`config.mk`:
```
export PLATFORM = sky130hd
export DESIGN_NAME = serial_port_and_osc_ref_config
export DESIGN_NICKNAME = d
export VERILOG_FILES = /design/src/hw/spi_osc_pkg.sv /design/src/hw/two_entry_buffer.sv /design/src/hw/serial_port_and_osc_ref_config.sv
export SDC_FILE = /design/constraint.sdc
export NUM_CORES = 1
export LEC_CHECK = 0
export ABC_AREA = 1
export BUFFER_PORTS_ARGS = -buffer_cell sky130_fd_sc_hd__buf_2
export CAP_MARGIN = 20
export CORE_UTILIZATION = 40
export DETAILED_ROUTE_END_ITERATION = 12
export PLACE_DENSITY = 0.69
export SLEW_MARGIN = 40
export SYNTH_ARGS = -nofsm -noshare
export SYNTH_HDL_FRONTEND = slang
export SYNTH_HIERARCHICAL = 1
export SYNTH_SLANG_ARGS = --single-unit
```
`constraint.sdc`:
```
create_clock -name clk -period 2.8 [get_ports clk]
set_input_delay 0.56 -clock clk [delete_from_list [all_inputs] [get_ports clk]]
set_output_delay 0.56 -clock clk [all_outputs]
set_load 0.02 [all_outputs]
```
`src/hw/spi_osc_pkg.sv`:
```
// Constants and types shared by the serial port and oscillator/reference block
package spi_osc_pkg;

  // ------------------------------------------------------------
  // Register addresses (5-bit register space)
  // ------------------------------------------------------------
  localparam logic [4:0] ADDR_OSC_REF = 5'h07;
  localparam logic [4:0] ADDR_SERIAL_CTRL = 5'h18;
  localparam logic [4:0] ADDR_REVISION = 5'h1F;
  localparam logic [4:0] ADDR_STEP = 5'h01;

  // ------------------------------------------------------------
  // Reset values and masks
  // ------------------------------------------------------------
  localparam logic [7:0] RESET_OSC_REF = 8'h00;
  localparam logic [7:0] RESET_SERIAL_CTRL = 8'h00;
  localparam logic [7:0] OSC_REF_USED_MASK = 8'h3F;
  localparam logic [7:0] SERIAL_USED_MASK = 8'hE7;
  localparam logic [7:0] UNMAPPED_READ = 8'h00;
  // Arbitrary neutral value, not tied to any real part
  localparam logic [7:0] REVISION_CODE_DEFAULT = 8'h5A;

  // ------------------------------------------------------------
  // Field positions
  // ------------------------------------------------------------
  localparam int OSC_REF_CLK_SRC_BIT = 5;
  localparam int OSC_OUT_EN_BIT = 4;
  localparam int REF_POWER_BIT = 3;
  localparam int REF_BUFFER_BIT = 2;
  localparam int TWO_VOLT_BIT = 1;
  localparam int BANDGAP_BIT = 0;
  localparam int LSB_FIRST_HI_BIT = 7;
  localparam int LSB_FIRST_LO_BIT = 0;
  localparam int WIRE_MODE_HI_BIT = 6;
  localparam int WIRE_MODE_LO_BIT = 1;
  localparam int EARLY_REL_HI_BIT = 5;
  localparam int EARLY_REL_LO_BIT = 2;
  localparam int INSTR_CONVERT_BIT = 7;
  localparam int INSTR_READ_BIT = 6;
  localparam int INSTR_WORD_BIT = 5;

  // ------------------------------------------------------------
  // Serial framing and timing
  // ------------------------------------------------------------
  localparam logic [2:0] BIT_FIRST = 3'h0;
  localparam logic [2:0] BIT_LAST = 3'h7;
  localparam logic [2:0] BIT_STEP = 3'h1;
  localparam int CLK_FREQ_KHZ = 100000;
  localparam int OSC_FREQ_KHZ = 2500;
  localparam logic [4:0] OSC_HALF_CYCLES = 5'(CLK_FREQ_KHZ / (2 * OSC_FREQ_KHZ));
  localparam logic [4:0] OSC_CNT_STEP = 5'h01;
  localparam logic [2:0] DIV_LAST_BY1 = 3'h0;
  localparam logic [2:0] DIV_LAST_BY2 = 3'h1;
  localparam logic [2:0] DIV_LAST_BY4 = 3'h3;
  localparam logic [2:0] DIV_LAST_BY8 = 3'h7;
  localparam int WR_WORD_W = 13;

  // ------------------------------------------------------------
  // Types
  // ------------------------------------------------------------
  typedef enum logic [1:0] {
    REF_2V5 = 2'h0,
    REF_2V048 = 2'h1,
    REF_1V15 = 2'h2
  } ref_level_t;

  typedef enum logic [2:0] {
    PH_INSTR = 3'h1,
    PH_WRITE = 3'h2,
    PH_READ = 3'h4
  } phase_t;

endpackage : spi_osc_pkg

```
`src/hw/two_entry_buffer.sv`:
```
// Two-entry valid/ready buffer carrying register write words
`timescale 1ns/100ps
module two_entry_buffer #(
  parameter int WIDTH = 13,
  parameter int DEPTH = 2
) (
  input wire logic clk,
  input wire logic nrst,
  input wire logic in_valid,
  output logic in_ready,
  input wire logic [WIDTH-1:0] in_data,
  output logic out_valid,
  input wire logic out_ready,
  output logic [WIDTH-1:0] out_data
);
  localparam int PW = (DEPTH > 1) ? $clog2(DEPTH) : 1;
  localparam logic [PW:0] FULL_COUNT = (PW + 1)'(DEPTH);
  localparam logic [PW-1:0] LAST_SLOT = PW'(DEPTH - 1);

  logic [WIDTH-1:0] mem [DEPTH];
  logic [PW-1:0] wr_ptr;
  logic [PW-1:0] rd_ptr;
  logic [PW:0] count;
  logic push;
  logic pop;

  assign in_ready = (count != FULL_COUNT);
  assign out_valid = (count != '0);
  assign out_data = mem[rd_ptr];
  assign push = in_valid & in_ready;
  assign pop = out_valid & out_ready;

  // ------------------------------------------------------------
  // Storage
  // ------------------------------------------------------------
  always_ff @(posedge clk)
  begin
    if (push)
    begin
      mem[wr_ptr] <= in_data;
    end
  end

  // ------------------------------------------------------------
  // Pointers and occupancy
  // ------------------------------------------------------------
  always_ff @(posedge clk or negedge nrst)
  begin
    if (!nrst)
    begin
      wr_ptr <= '0;
      rd_ptr <= '0;
      count <= '0;
    end
    else
    begin
      if (push)
      begin
        wr_ptr <= (wr_ptr == LAST_SLOT) ? '0 : PW'(wr_ptr + 1'b1);
      end
      if (pop)
      begin
        rd_ptr <= (rd_ptr == LAST_SLOT) ? '0 : PW'(rd_ptr + 1'b1);
      end
      if (push && !pop)
      begin
        count <= (PW + 1)'(count + 1'b1);
      end
      else if (pop && !push)
      begin
        count <= (PW + 1)'(count - 1'b1);
      end
    end
  end

endmodule : two_entry_buffer

```
`src/hw/serial_port_and_osc_ref_config.sv`:
```
// Serial slave port configuration with oscillator and reference enables
`timescale 1ns/100ps
module serial_port_and_osc_ref_config (
  input wire logic clk,
  input wire logic nrst,
  input wire logic sclk_pin,
  input wire logic cs_n_pin,
  input wire logic din_in,
  output logic din_out,
  output logic din_oe_n,
  output logic dout_out,
  output logic dout_oe_n,
  input wire logic converter_clock_pin_in,
  output logic converter_clock_pin_out,
  output logic converter_clock_pin_oe_n,
  input wire logic oscillator_enable_pin,
  input wire logic clock_divider_bit_low,
  input wire logic clock_divider_bit_high,
  output logic oscillator_run,
  output logic oscillator_output_enable,
  output logic ref_clock_source_sel,
  output logic ref_clock_tick,
  output logic converter_clock_tick,
  output logic reference_power_up,
  output logic ref_buffer_power_enable,
  output logic two_volt_ref_select,
  output logic bandgap_ref_select,
  output spi_osc_pkg::ref_level_t ref_level,
  output logic ext_wr_valid,
  input wire logic ext_wr_ready,
  output logic [4:0] ext_wr_addr,
  output logic [7:0] ext_wr_data
);
  import spi_osc_pkg::*;

  parameter logic [7:0] REVISION_CODE = REVISION_CODE_DEFAULT;

  // ------------------------------------------------------------
  // Pin synchronisers
  // ------------------------------------------------------------
  localparam int PIN_N = 5;
  localparam int P_SCLK = 0;
  localparam int P_CS = 1;
  localparam int P_DIN = 2;
  localparam int P_CONVERTER_CLOCK_PIN = 3;
  localparam int P_OSC = 4;
  // Chip select rests high, so its stages reset high and no false select follows reset
  localparam logic [PIN_N-1:0] PIN_IDLE = PIN_N'(1) << P_CS;

  logic [PIN_N-1:0] pin_raw;
  logic [PIN_N-1:0] pin_meta;
  logic [PIN_N-1:0] pin_sync;
  logic [PIN_N-1:0] pin_prev;

  assign pin_raw = {oscillator_enable_pin, converter_clock_pin_in, din_in, cs_n_pin, sclk_pin};

  genvar gi;
  generate
    for (gi = 0; gi < PIN_N; gi++)
    begin : g_sync
      always_ff @(posedge clk or negedge nrst)
      begin
        if (!nrst)
        begin
          pin_meta[gi] <= PIN_IDLE[gi];
          pin_sync[gi] <= PIN_IDLE[gi];
          pin_prev[gi] <= PIN_IDLE[gi];
        end
        else
        begin
          pin_meta[gi] <= pin_raw[gi];
          pin_sync[gi] <= pin_meta[gi];
          pin_prev[gi] <= pin_sync[gi];
        end
      end
    end
  endgenerate

  logic cs_n_s;
  logic selected;
  logic sclk_rise;
  logic sclk_fall;
  logic din_s;
  logic converter_clock_pin_rise;
  logic osc_pin_s;

  // Edges compare the second and third stages, never the first
  assign cs_n_s = pin_sync[P_CS];
  assign selected = ~cs_n_s;
  assign sclk_rise = selected & pin_sync[P_SCLK] & ~pin_prev[P_SCLK];
  assign sclk_fall = selected & ~pin_sync[P_SCLK] & pin_prev[P_SCLK];
  assign din_s = pin_sync[P_DIN];
  assign converter_clock_pin_rise = pin_sync[P_CONVERTER_CLOCK_PIN] & ~pin_prev[P_CONVERTER_CLOCK_PIN];
  assign osc_pin_s = pin_sync[P_OSC];

  // ------------------------------------------------------------
  // Configuration registers
  // ------------------------------------------------------------
  logic [7:0] osc_ref_config;
  logic [7:0] serial_port_control;
  logic cfg_lsb_first;
  logic cfg_two_wire;
  logic cfg_early_release;

  // Either mirrored copy turns a function on
  assign cfg_lsb_first = serial_port_control[LSB_FIRST_HI_BIT]
                       | serial_port_control[LSB_FIRST_LO_BIT];
  assign cfg_two_wire = serial_port_control[WIRE_MODE_HI_BIT]
                      | serial_port_control[WIRE_MODE_LO_BIT];
  assign cfg_early_release = serial_port_control[EARLY_REL_HI_BIT]
                           | serial_port_control[EARLY_REL_LO_BIT];

  // ------------------------------------------------------------
  // Serial sequencing state
  // ------------------------------------------------------------
  phase_t phase;
  logic [2:0] bit_cnt;
  logic [4:0] cur_addr;
  logic second_byte;
  logic lsb_first_act;
  logic two_wire_act;
  logic [7:0] rx_sh;
  logic [7:0] rx_next;
  logic [7:0] rx_rev;
  logic [7:0] rx_byte;
  logic [7:0] tx_sh;
  logic out_bit;
  logic drive_on;
  logic byte_end;
  logic [4:0] rd_addr;
  logic [7:0] rd_byte;
  logic [7:0] rd_rev;
  logic [7:0] tx_load;

  assign rx_next = {rx_sh[6:0], din_s};
  assign byte_end = sclk_rise & (bit_cnt == BIT_LAST);

  generate
    for (gi = 0; gi < 8; gi++)
    begin : g_rev
      assign rx_rev[gi] = rx_next[7-gi];
      assign rd_rev[gi] = rd_byte[7-gi];
    end
  endgenerate

  // Bits are always shifted in arrival order, then turned round if needed
  assign rx_byte = lsb_first_act ? rx_rev : rx_next;

  // ------------------------------------------------------------
  // Read data selection
  // ------------------------------------------------------------
  assign rd_addr = (phase == PH_INSTR) ? rx_byte[4:0] : 5'(cur_addr + ADDR_STEP);

  always_comb
  begin
    case (rd_addr)
      ADDR_OSC_REF: rd_byte = osc_ref_config;
      ADDR_SERIAL_CTRL: rd_byte = serial_port_control;
      ADDR_REVISION: rd_byte = REVISION_CODE;
      default: rd_byte = UNMAPPED_READ;
    endcase
  end

  // Transmit register always shifts its top bit out first
  assign tx_load = lsb_first_act ? rd_rev : rd_byte;

  // ------------------------------------------------------------
  // Bit order and wire mode snapshot
  // ------------------------------------------------------------
  // Taken only on the first edge of an instruction byte, so a change never
  // lands inside a byte; the symmetric control write decodes either way
  always_ff @(posedge clk or negedge nrst)
  begin
    if (!nrst)
    begin
      lsb_first_act <= 1'b0;
      two_wire_act <= 1'b0;
    end
    else if (sclk_rise && phase == PH_INSTR && bit_cnt == BIT_FIRST)
    begin
      lsb_first_act <= cfg_lsb_first;
      two_wire_act <= cfg_two_wire;
    end
  end

  // ------------------------------------------------------------
  // Receive shifter and bit counter
  // ------------------------------------------------------------
  always_ff @(posedge clk or negedge nrst)
  begin
    if (!nrst)
    begin
      rx_sh <= 8'h00;
      bit_cnt <= BIT_FIRST;
    end
    else if (cs_n_s)
    begin
      bit_cnt <= BIT_FIRST;
    end
    else if (sclk_rise)
    begin
      rx_sh <= rx_next;
      bit_cnt <= 3'(bit_cnt + BIT_STEP);
    end
  end

  // ------------------------------------------------------------
  // Instruction / data phase sequencer
  // ------------------------------------------------------------
  logic pend_valid;
  logic [WR_WORD_W-1:0] pend_word;
  logic buf_in_ready;

  always_ff @(posedge clk or negedge nrst)
  begin
    if (!nrst)
    begin
      phase <= PH_INSTR;
      cur_addr <= 5'h00;
      second_byte <= 1'b0;
      tx_sh <= 8'h00;
    end
    else if (cs_n_s)
    begin
      phase <= PH_INSTR;
      second_byte <= 1'b0;
    end
    else if (byte_end)
    begin
      case (phase)
        PH_INSTR:
        begin
          // Convert commands belong to the converter core; stay ready for more
          if (!rx_byte[INSTR_CONVERT_BIT])
          begin
            cur_addr <= rx_byte[4:0];
            second_byte <= rx_byte[INSTR_WORD_BIT];
            if (rx_byte[INSTR_READ_BIT])
            begin
              phase <= PH_READ;
              tx_sh <= tx_load;
            end
            else
            begin
              phase <= PH_WRITE;
            end
          end
        end
        PH_WRITE:
        begin
          if (second_byte)
          begin
            second_byte <= 1'b0;
            cur_addr <= 5'(cur_addr + ADDR_STEP);
          end
          else
          begin
            phase <= PH_INSTR;
          end
        end
        PH_READ:
        begin
          if (second_byte)
          begin
            second_byte <= 1'b0;
            cur_addr <= 5'(cur_addr + ADDR_STEP);
            tx_sh <= tx_load;
          end
          else
          begin
            phase <= PH_INSTR;
          end
        end
        default:
        begin
          phase <= PH_INSTR;
        end
      endcase
    end
    else if (sclk_fall && phase == PH_READ)
    begin
      tx_sh <= {tx_sh[6:0], 1'b0};
    end
  end

  // ------------------------------------------------------------
  // Output bit and pin drive
  // ------------------------------------------------------------
  always_ff @(posedge clk or negedge nrst)
  begin
    if (!nrst)
    begin
      out_bit <= 1'b0;
    end
    else if (sclk_fall && phase == PH_READ)
    begin
      out_bit <= tx_sh[7];
    end
  end

  always_ff @(posedge clk or negedge nrst)
  begin
    if (!nrst)
    begin
      drive_on <= 1'b0;
    end
    else if (cs_n_s)
    begin
      drive_on <= 1'b0;
    end
    else if (byte_end && phase == PH_READ && !second_byte && cfg_early_release)
    begin
      drive_on <= 1'b0;
    end
    else if (sclk_fall)
    begin
      // Falling edge after the final bit is not a read phase any more
      drive_on <= (phase == PH_READ);
    end
  end

  // Data-out timing ignores wire mode; data-in only drives in two-wire mode
  assign dout_out = out_bit;
  assign dout_oe_n = ~drive_on;
  assign din_out = out_bit;
  assign din_oe_n = ~(drive_on & two_wire_act);

  // ------------------------------------------------------------
  // Write path through the two-entry buffer
  // ------------------------------------------------------------
  // The push waits in a holding slot while the buffer is full, so a slow
  // external consumer costs latency until a further write overwrites the held word
  always_ff @(posedge clk or negedge nrst)
  begin
    if (!nrst)
    begin
      pend_valid <= 1'b0;
      pend_word <= '0;
    end
    else if (byte_end && phase == PH_WRITE)
    begin
      pend_valid <= 1'b1;
      pend_word <= {cur_addr, rx_byte};
    end
    else if (buf_in_ready)
    begin
      pend_valid <= 1'b0;
    end
  end

  logic buf_out_valid;
  logic buf_out_ready;
  logic [WR_WORD_W-1:0] buf_out_data;
  logic wr_is_local;
  logic local_wr;

  two_entry_buffer #(
    .WIDTH(WR_WORD_W),
    .DEPTH(2)
  ) u_wr_buffer (
    .clk(clk),
    .nrst(nrst),
    .in_valid(pend_valid),
    .in_ready(buf_in_ready),
    .in_data(pend_word),
    .out_valid(buf_out_valid),
    .out_ready(buf_out_ready),
    .out_data(buf_out_data)
  );

  assign ext_wr_addr = buf_out_data[12:8];
  assign ext_wr_data = buf_out_data[7:0];
  assign wr_is_local = (ext_wr_addr == ADDR_OSC_REF)
                     | (ext_wr_addr == ADDR_SERIAL_CTRL)
                     | (ext_wr_addr == ADDR_REVISION);
  assign local_wr = buf_out_valid & wr_is_local;
  assign buf_out_ready = wr_is_local | ext_wr_ready;
  assign ext_wr_valid = buf_out_valid & ~wr_is_local;

  // ------------------------------------------------------------
  // Register updates
  // ------------------------------------------------------------
  // Reserved bits are dropped so they always read back as zero
  always_ff @(posedge clk or negedge nrst)
  begin
    if (!nrst)
    begin
      osc_ref_config <= RESET_OSC_REF;
      serial_port_control <= RESET_SERIAL_CTRL;
    end
    else if (local_wr)
    begin
      if (ext_wr_addr == ADDR_OSC_REF)
      begin
        osc_ref_config <= ext_wr_data & OSC_REF_USED_MASK;
      end
      if (ext_wr_addr == ADDR_SERIAL_CTRL)
      begin
        serial_port_control <= ext_wr_data & SERIAL_USED_MASK;
      end
    end
  end

  assign ref_clock_source_sel = osc_ref_config[OSC_REF_CLK_SRC_BIT];
  assign oscillator_output_enable = osc_ref_config[OSC_OUT_EN_BIT];
  assign reference_power_up = osc_ref_config[REF_POWER_BIT];
  assign ref_buffer_power_enable = osc_ref_config[REF_BUFFER_BIT];
  assign two_volt_ref_select = osc_ref_config[TWO_VOLT_BIT];
  assign bandgap_ref_select = osc_ref_config[BANDGAP_BIT];

  always_comb
  begin
    if (bandgap_ref_select)
    begin
      ref_level = REF_1V15;
    end
    else if (two_volt_ref_select)
    begin
      ref_level = REF_2V048;
    end
    else
    begin
      ref_level = REF_2V5;
    end
  end

  // ------------------------------------------------------------
  // Internal oscillator
  // ------------------------------------------------------------
  // The source-plus-reference case is a subset of "either bit set"
  assign oscillator_run = osc_pin_s | ref_clock_source_sel
                        | oscillator_output_enable;

  logic [4:0] osc_cnt;
  logic osc_level;
  logic osc_rise;

  assign osc_rise = oscillator_run & ~osc_level & (osc_cnt == 5'(OSC_HALF_CYCLES - OSC_CNT_STEP));

  always_ff @(posedge clk or negedge nrst)
  begin
    if (!nrst)
    begin
      osc_cnt <= 5'h00;
      osc_level <= 1'b0;
    end
    else if (!oscillator_run)
    begin
      osc_cnt <= 5'h00;
      osc_level <= 1'b0;
    end
    else if (osc_cnt == 5'(OSC_HALF_CYCLES - OSC_CNT_STEP))
    begin
      osc_cnt <= 5'h00;
      osc_level <= ~osc_level;
    end
    else
    begin
      osc_cnt <= 5'(osc_cnt + OSC_CNT_STEP);
    end
  end

  // Pin becomes an output only under the output-enable bit
  assign converter_clock_pin_out = osc_level;
  assign converter_clock_pin_oe_n = ~oscillator_output_enable;

  // ------------------------------------------------------------
  // Clock pin divider and reference clock
  // ------------------------------------------------------------
  logic [2:0] div_cnt;
  logic [2:0] div_last;

  always_comb
  begin
    case ({clock_divider_bit_high, clock_divider_bit_low})
      2'h0: div_last = DIV_LAST_BY1;
      2'h1: div_last = DIV_LAST_BY2;
      2'h2: div_last = DIV_LAST_BY4;
      default: div_last = DIV_LAST_BY8;
    endcase
  end

  always_ff @(posedge clk or negedge nrst)
  begin
    if (!nrst)
    begin
      div_cnt <= 3'h0;
      converter_clock_tick <= 1'b0;
    end
    else if (converter_clock_pin_rise)
    begin
      converter_clock_tick <= (div_cnt >= div_last);
      div_cnt <= (div_cnt >= div_last) ? 3'h0 : 3'(div_cnt + BIT_STEP);
    end
    else
    begin
      converter_clock_tick <= 1'b0;
    end
  end

  always_ff @(posedge clk or negedge nrst)
  begin
    if (!nrst)
    begin
      ref_clock_tick <= 1'b0;
    end
    else
    begin
      ref_clock_tick <= ref_clock_source_sel ? osc_rise
                                             : (converter_clock_pin_rise && div_cnt >= div_last);
    end
  end

endmodule : serial_port_and_osc_ref_config

```
==> out/metrics.yaml, run 1 <==
final_layout:
  final_nets: 614
  drive_gt1_share_pct: 17.0
  antenna_cells_inserted: 0
  final-seq-area_um2: 2890
  layout.cells.most_common_list: "141 x sky130_fd_sc_hd__nand2_1, 81 x sky130_fd_sc_hd__dfrtp_1, 54 x sky130_fd_sc_hd__inv_1, 52 x sky130_fd_sc_hd__o21ai_0, 41 x sky130_fd_sc_hd__nand3_1"
  area.growth.synth_to_final_pct: 13.8
  multi_input_comb_area_um2: 1820
  filler_cell_count: 1151
  layout.cells.most_common: "sky130_fd_sc_hd__nand2_1"
  final-instance-count-excl-fill: 767
floorplanning:
  floorplan.die_area_um2: 13000
  initial_core_util_pct: 41.4
  fp-row-count: 40
  top_level_ports: 41
  die_h_um: 114
  core-area_um2: 12200
  die_x_um: 114
clock_network:
  cts_htree_levels: 3
  cts_inserted_buffers: 9
  post_cts_hold_buffer_count: 0
  cts.repair_timing.setup_buffer_count: 0
  cts.sink_count: 110
  cts_max_path_buffers: 2
  insertion_delay_ps: 340
  register_clock_pin_slew_on_the_reported_worst_setup_and_hold_paths_ps: 70
  tritoncts: "done"
  clockRootBuffer: "sky130_fd_sc_hd__clkbuf_16"
  cts_resized: 0
timing:
  final.setup.tns_ps: 0
  finalHoldViolCount: 0
  grt_setup_unrepaired: "no"
  fmaxAchievable_ghz: 0.398
  final-setup-viol-count: 0
  worst_slew_margin_rel_pct: 51.3
  measured_slew_at_the_worst_slew_check_pin_ps: 724
  timing.hold.ws_ps: 60.1
  timing.final.crit_share_pct: 89.7
  maxSlewViolCount: 0
  worst_clock_skew_ps: 11.0
  finalCriticalPeriod_ps: 2510
setup_path:
  worst-endpoint-required_ps: 2240
  critical_path.max_fanout: 14
  cpMaxStageDelayCell: "sky130_fd_sc_hd__dfrtp_1"
  setup.worst_path.start_class: "flop"
  worstRegToRegCells: 14
  r2r_startpoint: "u_wr_buffer/rd_ptr"
  arrival_ps: 1950
  critPathTopFamily: "simple AND/OR/NAND/NOR gates"
  critPathLaunch: "u_wr_buffer/rd_ptr"
  timing_worst_setup_path_type: "reg -> out"
  path_cells: "inv_2, nand2_1, nand2_1, nor2_1, inv_1, a21oi_1, or2_2, nor2_1, buf_2"
  worst-path-buf-inv: 3
  critical_path.endpoint_type: "primary output"
  worst-r2r-setup-slack_ps: 440
  critPathMaxStageDelay_ps: 460
  rr_endpoint: "u_wr_buffer/count[1]"
yosys:
  postSynth.asyncResetShare_pct: 76.4
  synthesis.yosys.warnings: 6
  synth_enable_flop_cells: 26
  mapped_nets: 569
  synth.ff_latch_count: 110
  post_synth_instance_area_um2: 5040
  synth.lib_cells_used.distinct: 39
  synthFlopType: "sky130_fd_sc_hd__dfrtp_1"
  seq_area_frac_synth_pct: 57.3
  syn_inst: 549
  syn-mean-instance-area_um2: 9.18
routing:
  number_of_detailed_route_iterations_in_the_first_pass: 4
  dr_total_vias: 3776
  detail_route.drc_violations: 0
  routed_via_density: 4.92
  routedWlPerCell_um: 13.5
  ant_nets: 0
  totalWireLength_mm: 10.3
  drt_iter0_drc: 229
grt:
  global_route.overflow_total: 0
  track_usage_pct: 17.2
  grt_antenna_before_repair: 0
  grt_first_pass_wirelength_mm: 17.3
  vias_in_the_first_global_route: 3637
  grt_start_max_net_pins: 55
pwr:
  max-vdd-ir-drop_mv: 0.305
  power.density_cell_area_nw_per_um2: 853
  cellLeakagePower_uw: 0.00273
  total_power_uw: 4890
outcome:
  outcome: "completed"
placed_design:
  dp_hpwl_mm: 7.60
  routabilityCongestion: 0.886
  place.detailed.instances: 750
  port_buffers: 40
min_path:
  hp-class: "in -> async"
flow_run:
  cap_violations: 0
-- power breakdown --
group	switching, uW	leakage, uW	internal, uW
registers	192	0.00133	1830
clock network	537	0.000137	692
logic	1120	0.00126	516
total	1850	0.00273	3040
-- state kept, by name (all words and copies together), names as in the netlist, 2 cells and up --
register and count:
serial_port_control 6, pend_word 13, phase 3, pin_prev 2, osc_cnt 5, pin_sync 2, osc_ref_config 6, bit_cnt 3
pin_meta 5, u_wr_buffer/count 2, div_cnt 3, cur_addr 5, u_wr_buffer/mem 26, tx_sh 8, rx_sh 7
-- Yosys cell counts, drive strengths merged, types with 4 or more instances --
master	count	area, um2
a21oi	26	141
buf	8	62.6
clkbuf	5	18.8
dfrtp	81	2030
edfxtp	26	781
ha	10	125
inv	63	239
nand2	153	609
nand3	42	215
nand4	6	37.5
nor2	41	200
o21ai	58	305
xnor2	4	35.0
-- kinds of logic (layout without fill, tap and decap cells) --
| logic type | after synthesis | after routing | share of synthesized area [%] |
|---|---|---|---|
| AOI/OAI and AO/OA | 91 | 91 | 9.91 |
| xor gates and xnor gates | 6 | 6 | 1.04 |
| adders and majority gates | 10 | 10 | 2.48 |
| buffers and inverters | 79 | 129 | 6.61 |
| DFF | 110 | 110 | 57.3 |
| muxes | 3 | 3 | 0.670 |
| and+or+nand+nor | 250 | 250 | 22.0 |
-- worst max-delay path by stage --
stage	cells after the start	endpoint	slack [ps]
2_1_floorplan	15	u_wr_buffer/count[1]	510
3_3_place_gp	14	u_wr_buffer/count[1]	540
3_5_place_dp	14	u_wr_buffer/count[1]	460
4_1_cts	9	ext_wr_valid	290
5_1_grt	9	ext_wr_valid	50
6_report	9	ext_wr_valid	290
-- layer usage --
layer	GRT usage (%)	up-vias	share of wire, %	routed length, um
met1	21.3	1795	46	4720
met2	29.1	95	49	5030
li1	-	1870	-	-
met5	0	-	0	0
met4	6.93	0	1.7	176
met3	4.02	16	3.8	395
-- layout make-up --
| cell class | count | area share, % |
|---|---|---|
| clock inverter | 4 | 0.830 |
| tap | 168 | 3.67 |
| sequential | 110 | 50.4 |
| multi-input combinational | 360 | 31.7 |
| inverter | 66 | 4.39 |
| timing repair buffer | 47 | 4.89 |
| clock buffer | 12 | 4.13 |
-- per-stage QoR --
step | instance area, um2 | setup WS (ps) | utilization (%)
2_1_floorplan | 5040 | 507 | -
3_3_place_gp | 5430 | 537 | 44.6
3_5_place_dp | 5430 | 457 | 44.6
4_1_cts | 5710 | 285 | 47.0
5_1_grt | 5730 | 53.9 | 47.1
6_report | 5730 | 287 | 47.1
Note: power is estimated with default switching activity, not from simulation.
==> run 2: changes to the inputs <==
--- a/config.mk
+++ b/config.mk
@@ -14,5 +14,4 @@
 export SLEW_MARGIN = 40
 export SYNTH_ARGS = -nofsm -noshare
 export SYNTH_HDL_FRONTEND = slang
-export SYNTH_HIERARCHICAL = 1
 export SYNTH_SLANG_ARGS = --single-unit
==> constraint.sdc (replaced) <==
create_clock -name clk -period 2.8 [get_ports clk]
set_input_delay 0.56 -clock clk [delete_from_list [all_inputs] [get_ports clk]]
set_output_delay 0.56 -clock clk [all_outputs]
set_load 0.05 [all_outputs]
==> out/metrics.yaml, run 2 <==
outcome:
  outcome: "completed"
clock_network:
  insertion_delay_ps: 350
  post_cts_hold_buffer_count: 0
  cts_resized: 0
  register_clock_pin_slew_on_the_reported_worst_setup_and_hold_paths_ps: 70
  cts.sink_count: 110
  cts_max_path_buffers: 2
  cts_htree_levels: 3
  tritoncts: "done"
  cts.repair_timing.setup_buffer_count: 0
  cts_inserted_buffers: 9
  clockRootBuffer: "sky130_fd_sc_hd__clkbuf_16"
timing:
  fmaxAchievable_ghz: 0.417
  worst_slew_margin_rel_pct: 52.8
  worst_clock_skew_ps: 12.3
  timing.final.ws_setup_ps: 404
  finalHoldViolCount: 0
  final.setup.tns_ps: 0
  maxSlewViolCount: 0
  measured_slew_at_the_worst_slew_check_pin_ps: 702
  grt_setup_unrepaired: "no"
  finalCriticalPeriod_ps: 2400
  final-setup-viol-count: 0
  timing.final.crit_share_pct: 85.6
yosys:
  mapped_nets: 549
  synthFlopType: "sky130_fd_sc_hd__dfrtp_1"
  syn_inst: 529
  synthesis.yosys.warnings: 0
  synth.cells.most_frequent: "94 x sky130_fd_sc_hd__nand2_1, 81 x sky130_fd_sc_hd__dfrtp_1, 61 x sky130_fd_sc_hd__inv_1"
  post-synth-top-count-cell: "sky130_fd_sc_hd__nand2_1"
  post_synth_instance_area_um2: 5120
  synth.top_cell.area_share_pct: 39.6
  synth.ff_latch_count: 110
  synth_area_leader_cell: "sky130_fd_sc_hd__dfrtp_1"
  synth.lib_cells_used.distinct: 39
  synth_enable_flop_cells: 26
  yosys-top-cells-area: "sky130_fd_sc_hd__dfrtp_1 40%, sky130_fd_sc_hd__edfxtp_1 15%, sky130_fd_sc_hd__nand2_1 6.9%"
  syn-mean-instance-area_um2: 9.68
  seq_area_frac_synth_pct: 56.4
  postSynth.asyncResetShare_pct: 76.4
min_path:
  hp-class: "in -> async"
final_layout:
  layout_top_registers: "u_wr_buffer.mem: 26 flops, pend_word: 13 flops, tx_sh: 8 flops"
  drive_gt1_share_pct: 21.9
  layout.cells.most_common_list: "94 x sky130_fd_sc_hd__nand2_1, 81 x sky130_fd_sc_hd__dfrtp_1, 61 x sky130_fd_sc_hd__inv_1, 49 x sky130_fd_sc_hd__o21ai_0, 39 x sky130_fd_sc_hd__buf_2"
  number_of_flip_flops_under_the_largest_register_name: 26
  final_nets: 595
  top_register: "u_wr_buffer.mem"
  layout.cells.most_common: "sky130_fd_sc_hd__nand2_1"
  area.growth.synth_to_final_pct: 12.6
  final_core_util_pct: 47.0
  antenna_cells_inserted: 0
setup_path:
  critical_path.endpoint_type: "primary output"
  path_cells: "nand2_1, o21ai_2, and2_1, nand4_1, nand2_1, nor2_1, buf_2"
  cpMaxStageDelayCell: "sky130_fd_sc_hd__dfrtp_1"
  arrival_ps: 1840
  setup.worst_path.start_class: "flop"
  critPathMaxStageDelay_ps: 570
  critical-path-top-cell-by-count: "sky130_fd_sc_hd__nand2_1"
  timing_worst_setup_path_type: "reg -> out"
  worst-endpoint-required_ps: 2240
  critical_path.max_fanout: 11
placed_design:
  routabilityCongestion: 0.818
  placement.setup.worst_slack_ps: 525
  dp_hpwl_mm: 7.41
  port_buffers: 40
floorplanning:
  die_x_um: 115
  core-area_um2: 12300
  top_level_ports: 41
  die_h_um: 115
  initial_core_util_pct: 41.7
  fp-row-count: 40
  floorplan.die_area_um2: 13300
routing:
  detail_route.drc_violations: 0
  routedWlPerCell_um: 13.2
  routed_via_density: 4.90
  totalWireLength_mm: 9.85
  ant_nets: 0
  number_of_detailed_route_iterations_in_the_first_pass: 4
  drt_iter0_drc: 243
  dr_total_vias: 3668
pwr:
  net-switching-power_uw: 2190
  clock_power_share_pct: 22.7
  seq_power_share_pct: 39.7
  power.density_cell_area_nw_per_um2: 906
  pwr-share-comb_pct: 37.6
  cellLeakagePower_uw: 0.00262
  cell_internal_power_uw: 3030
  switching_share_pct: 41.9
  max-vdd-ir-drop_mv: 0.362
flow_run:
  cap_violations: 0
grt:
  vias_in_the_first_global_route: 3514
  track_usage_pct: 16.3
  grt_antenna_before_repair: 0
  grt_first_pass_wirelength_mm: 16.5
  global_route.overflow_total: 0
  grt_start_max_net_pins: 43
## run 2: cell types whose count changed in the layout (fill, tap and decap cells not counted), moves of 4 or more
cell                      delta
sky130_fd_sc_hd__inv_1       +7
sky130_fd_sc_hd__mux2_2      +8
sky130_fd_sc_hd__nand2_1    -47
sky130_fd_sc_hd__nand2_2     +4
sky130_fd_sc_hd__nand3_1     -5
sky130_fd_sc_hd__o21ai_1     +4
sky130_fd_sc_hd__o21ai_2     +9
## run 2: power by group through the flow
| stage | Clock, uW | Sequential (uW) | Combinational [uW] |
|---|---|---|---|
| global placement | 0 | 2090 | 1940 |
| detailed placement | 0 | 2100 | 1970 |
| finish | 1190 | 2070 | 1960 |
| CTS | 1220 | 2070 | 1980 |
| floorplan | 0 | 2190 | 1490 |
| global route | 1280 | 2110 | 2160 |
## run 2: worst paths after layout
check | startpoint | to | slack (ps) | cells past startpoint
max | u_wr_buffer.rd_ptr | ext_wr_valid | 400 | 7
min in group clk | cs_n_pin | pin_meta[1] | 310 | 1
min | nrst | pin_meta[0] | 190 | 1
max in group asynchronous | nrst | phase[0] | 1890 | 2
max reg2reg | u_wr_buffer.rd_ptr | u_wr_buffer.count[1] | 510 | 12
min reg2reg | pin_meta[0] | pin_sync[0] | 350 | 0
## run 2: logic make-up after synthesis
logic type / after synthesis / synth area share, %
buf+inv: 84 / 7.24
compound gates: 99 / 11.1
xor+xnor: 7 / 1.20
mux: 11 / 2.42
fa+ha+maj: 10 / 2.44
simple gates: 208 / 19.2
flops: 110 / 56.4
## run 2: cell type report
| type | count | area [um2] |
|---|---|---|
| Tap cell | 168 | 210 |
| Sequential cell | 110 | 2890 |
| Inverter | 71 | 268 |
| Multi-Input combinational cell | 335 | 1860 |
| Fill cell | 1137 | 6500 |
| Timing Repair Buffer | 48 | 263 |
| Clock buffer | 11 | 233 |
| Clock inverter | 5 | 42.5 |
## run 2: metal layers
layer  vias to the layer above  share of wire (%)  track usage (%)
met5                         -                  0                0
met4                         0                1.0             4.68
met3                        10                4.0             4.69
met2                        67                 50             27.8
met1                      1769                 44             20.2
li1                       1822                  -                -
## run 2: stage by stage
step,total power (uW),area [um2],hold slack [ps],std cells
after floorplan,3670,5120,264,529
after global placement,4020,5490,339,732
after detailed placement,4070,5490,336,732
after CTS,5270,5760,206,748
after global routing,5550,5760,227,748
final,5220,5760,189,748
## run 2: critical path, delay by kind of cell (launching register included)
family	cells	cell delay, ps
AOI/OAI and AO/OA	1	100
buffers and inverters	1	220
DFF	1	570
and+or+nand+nor	5	590
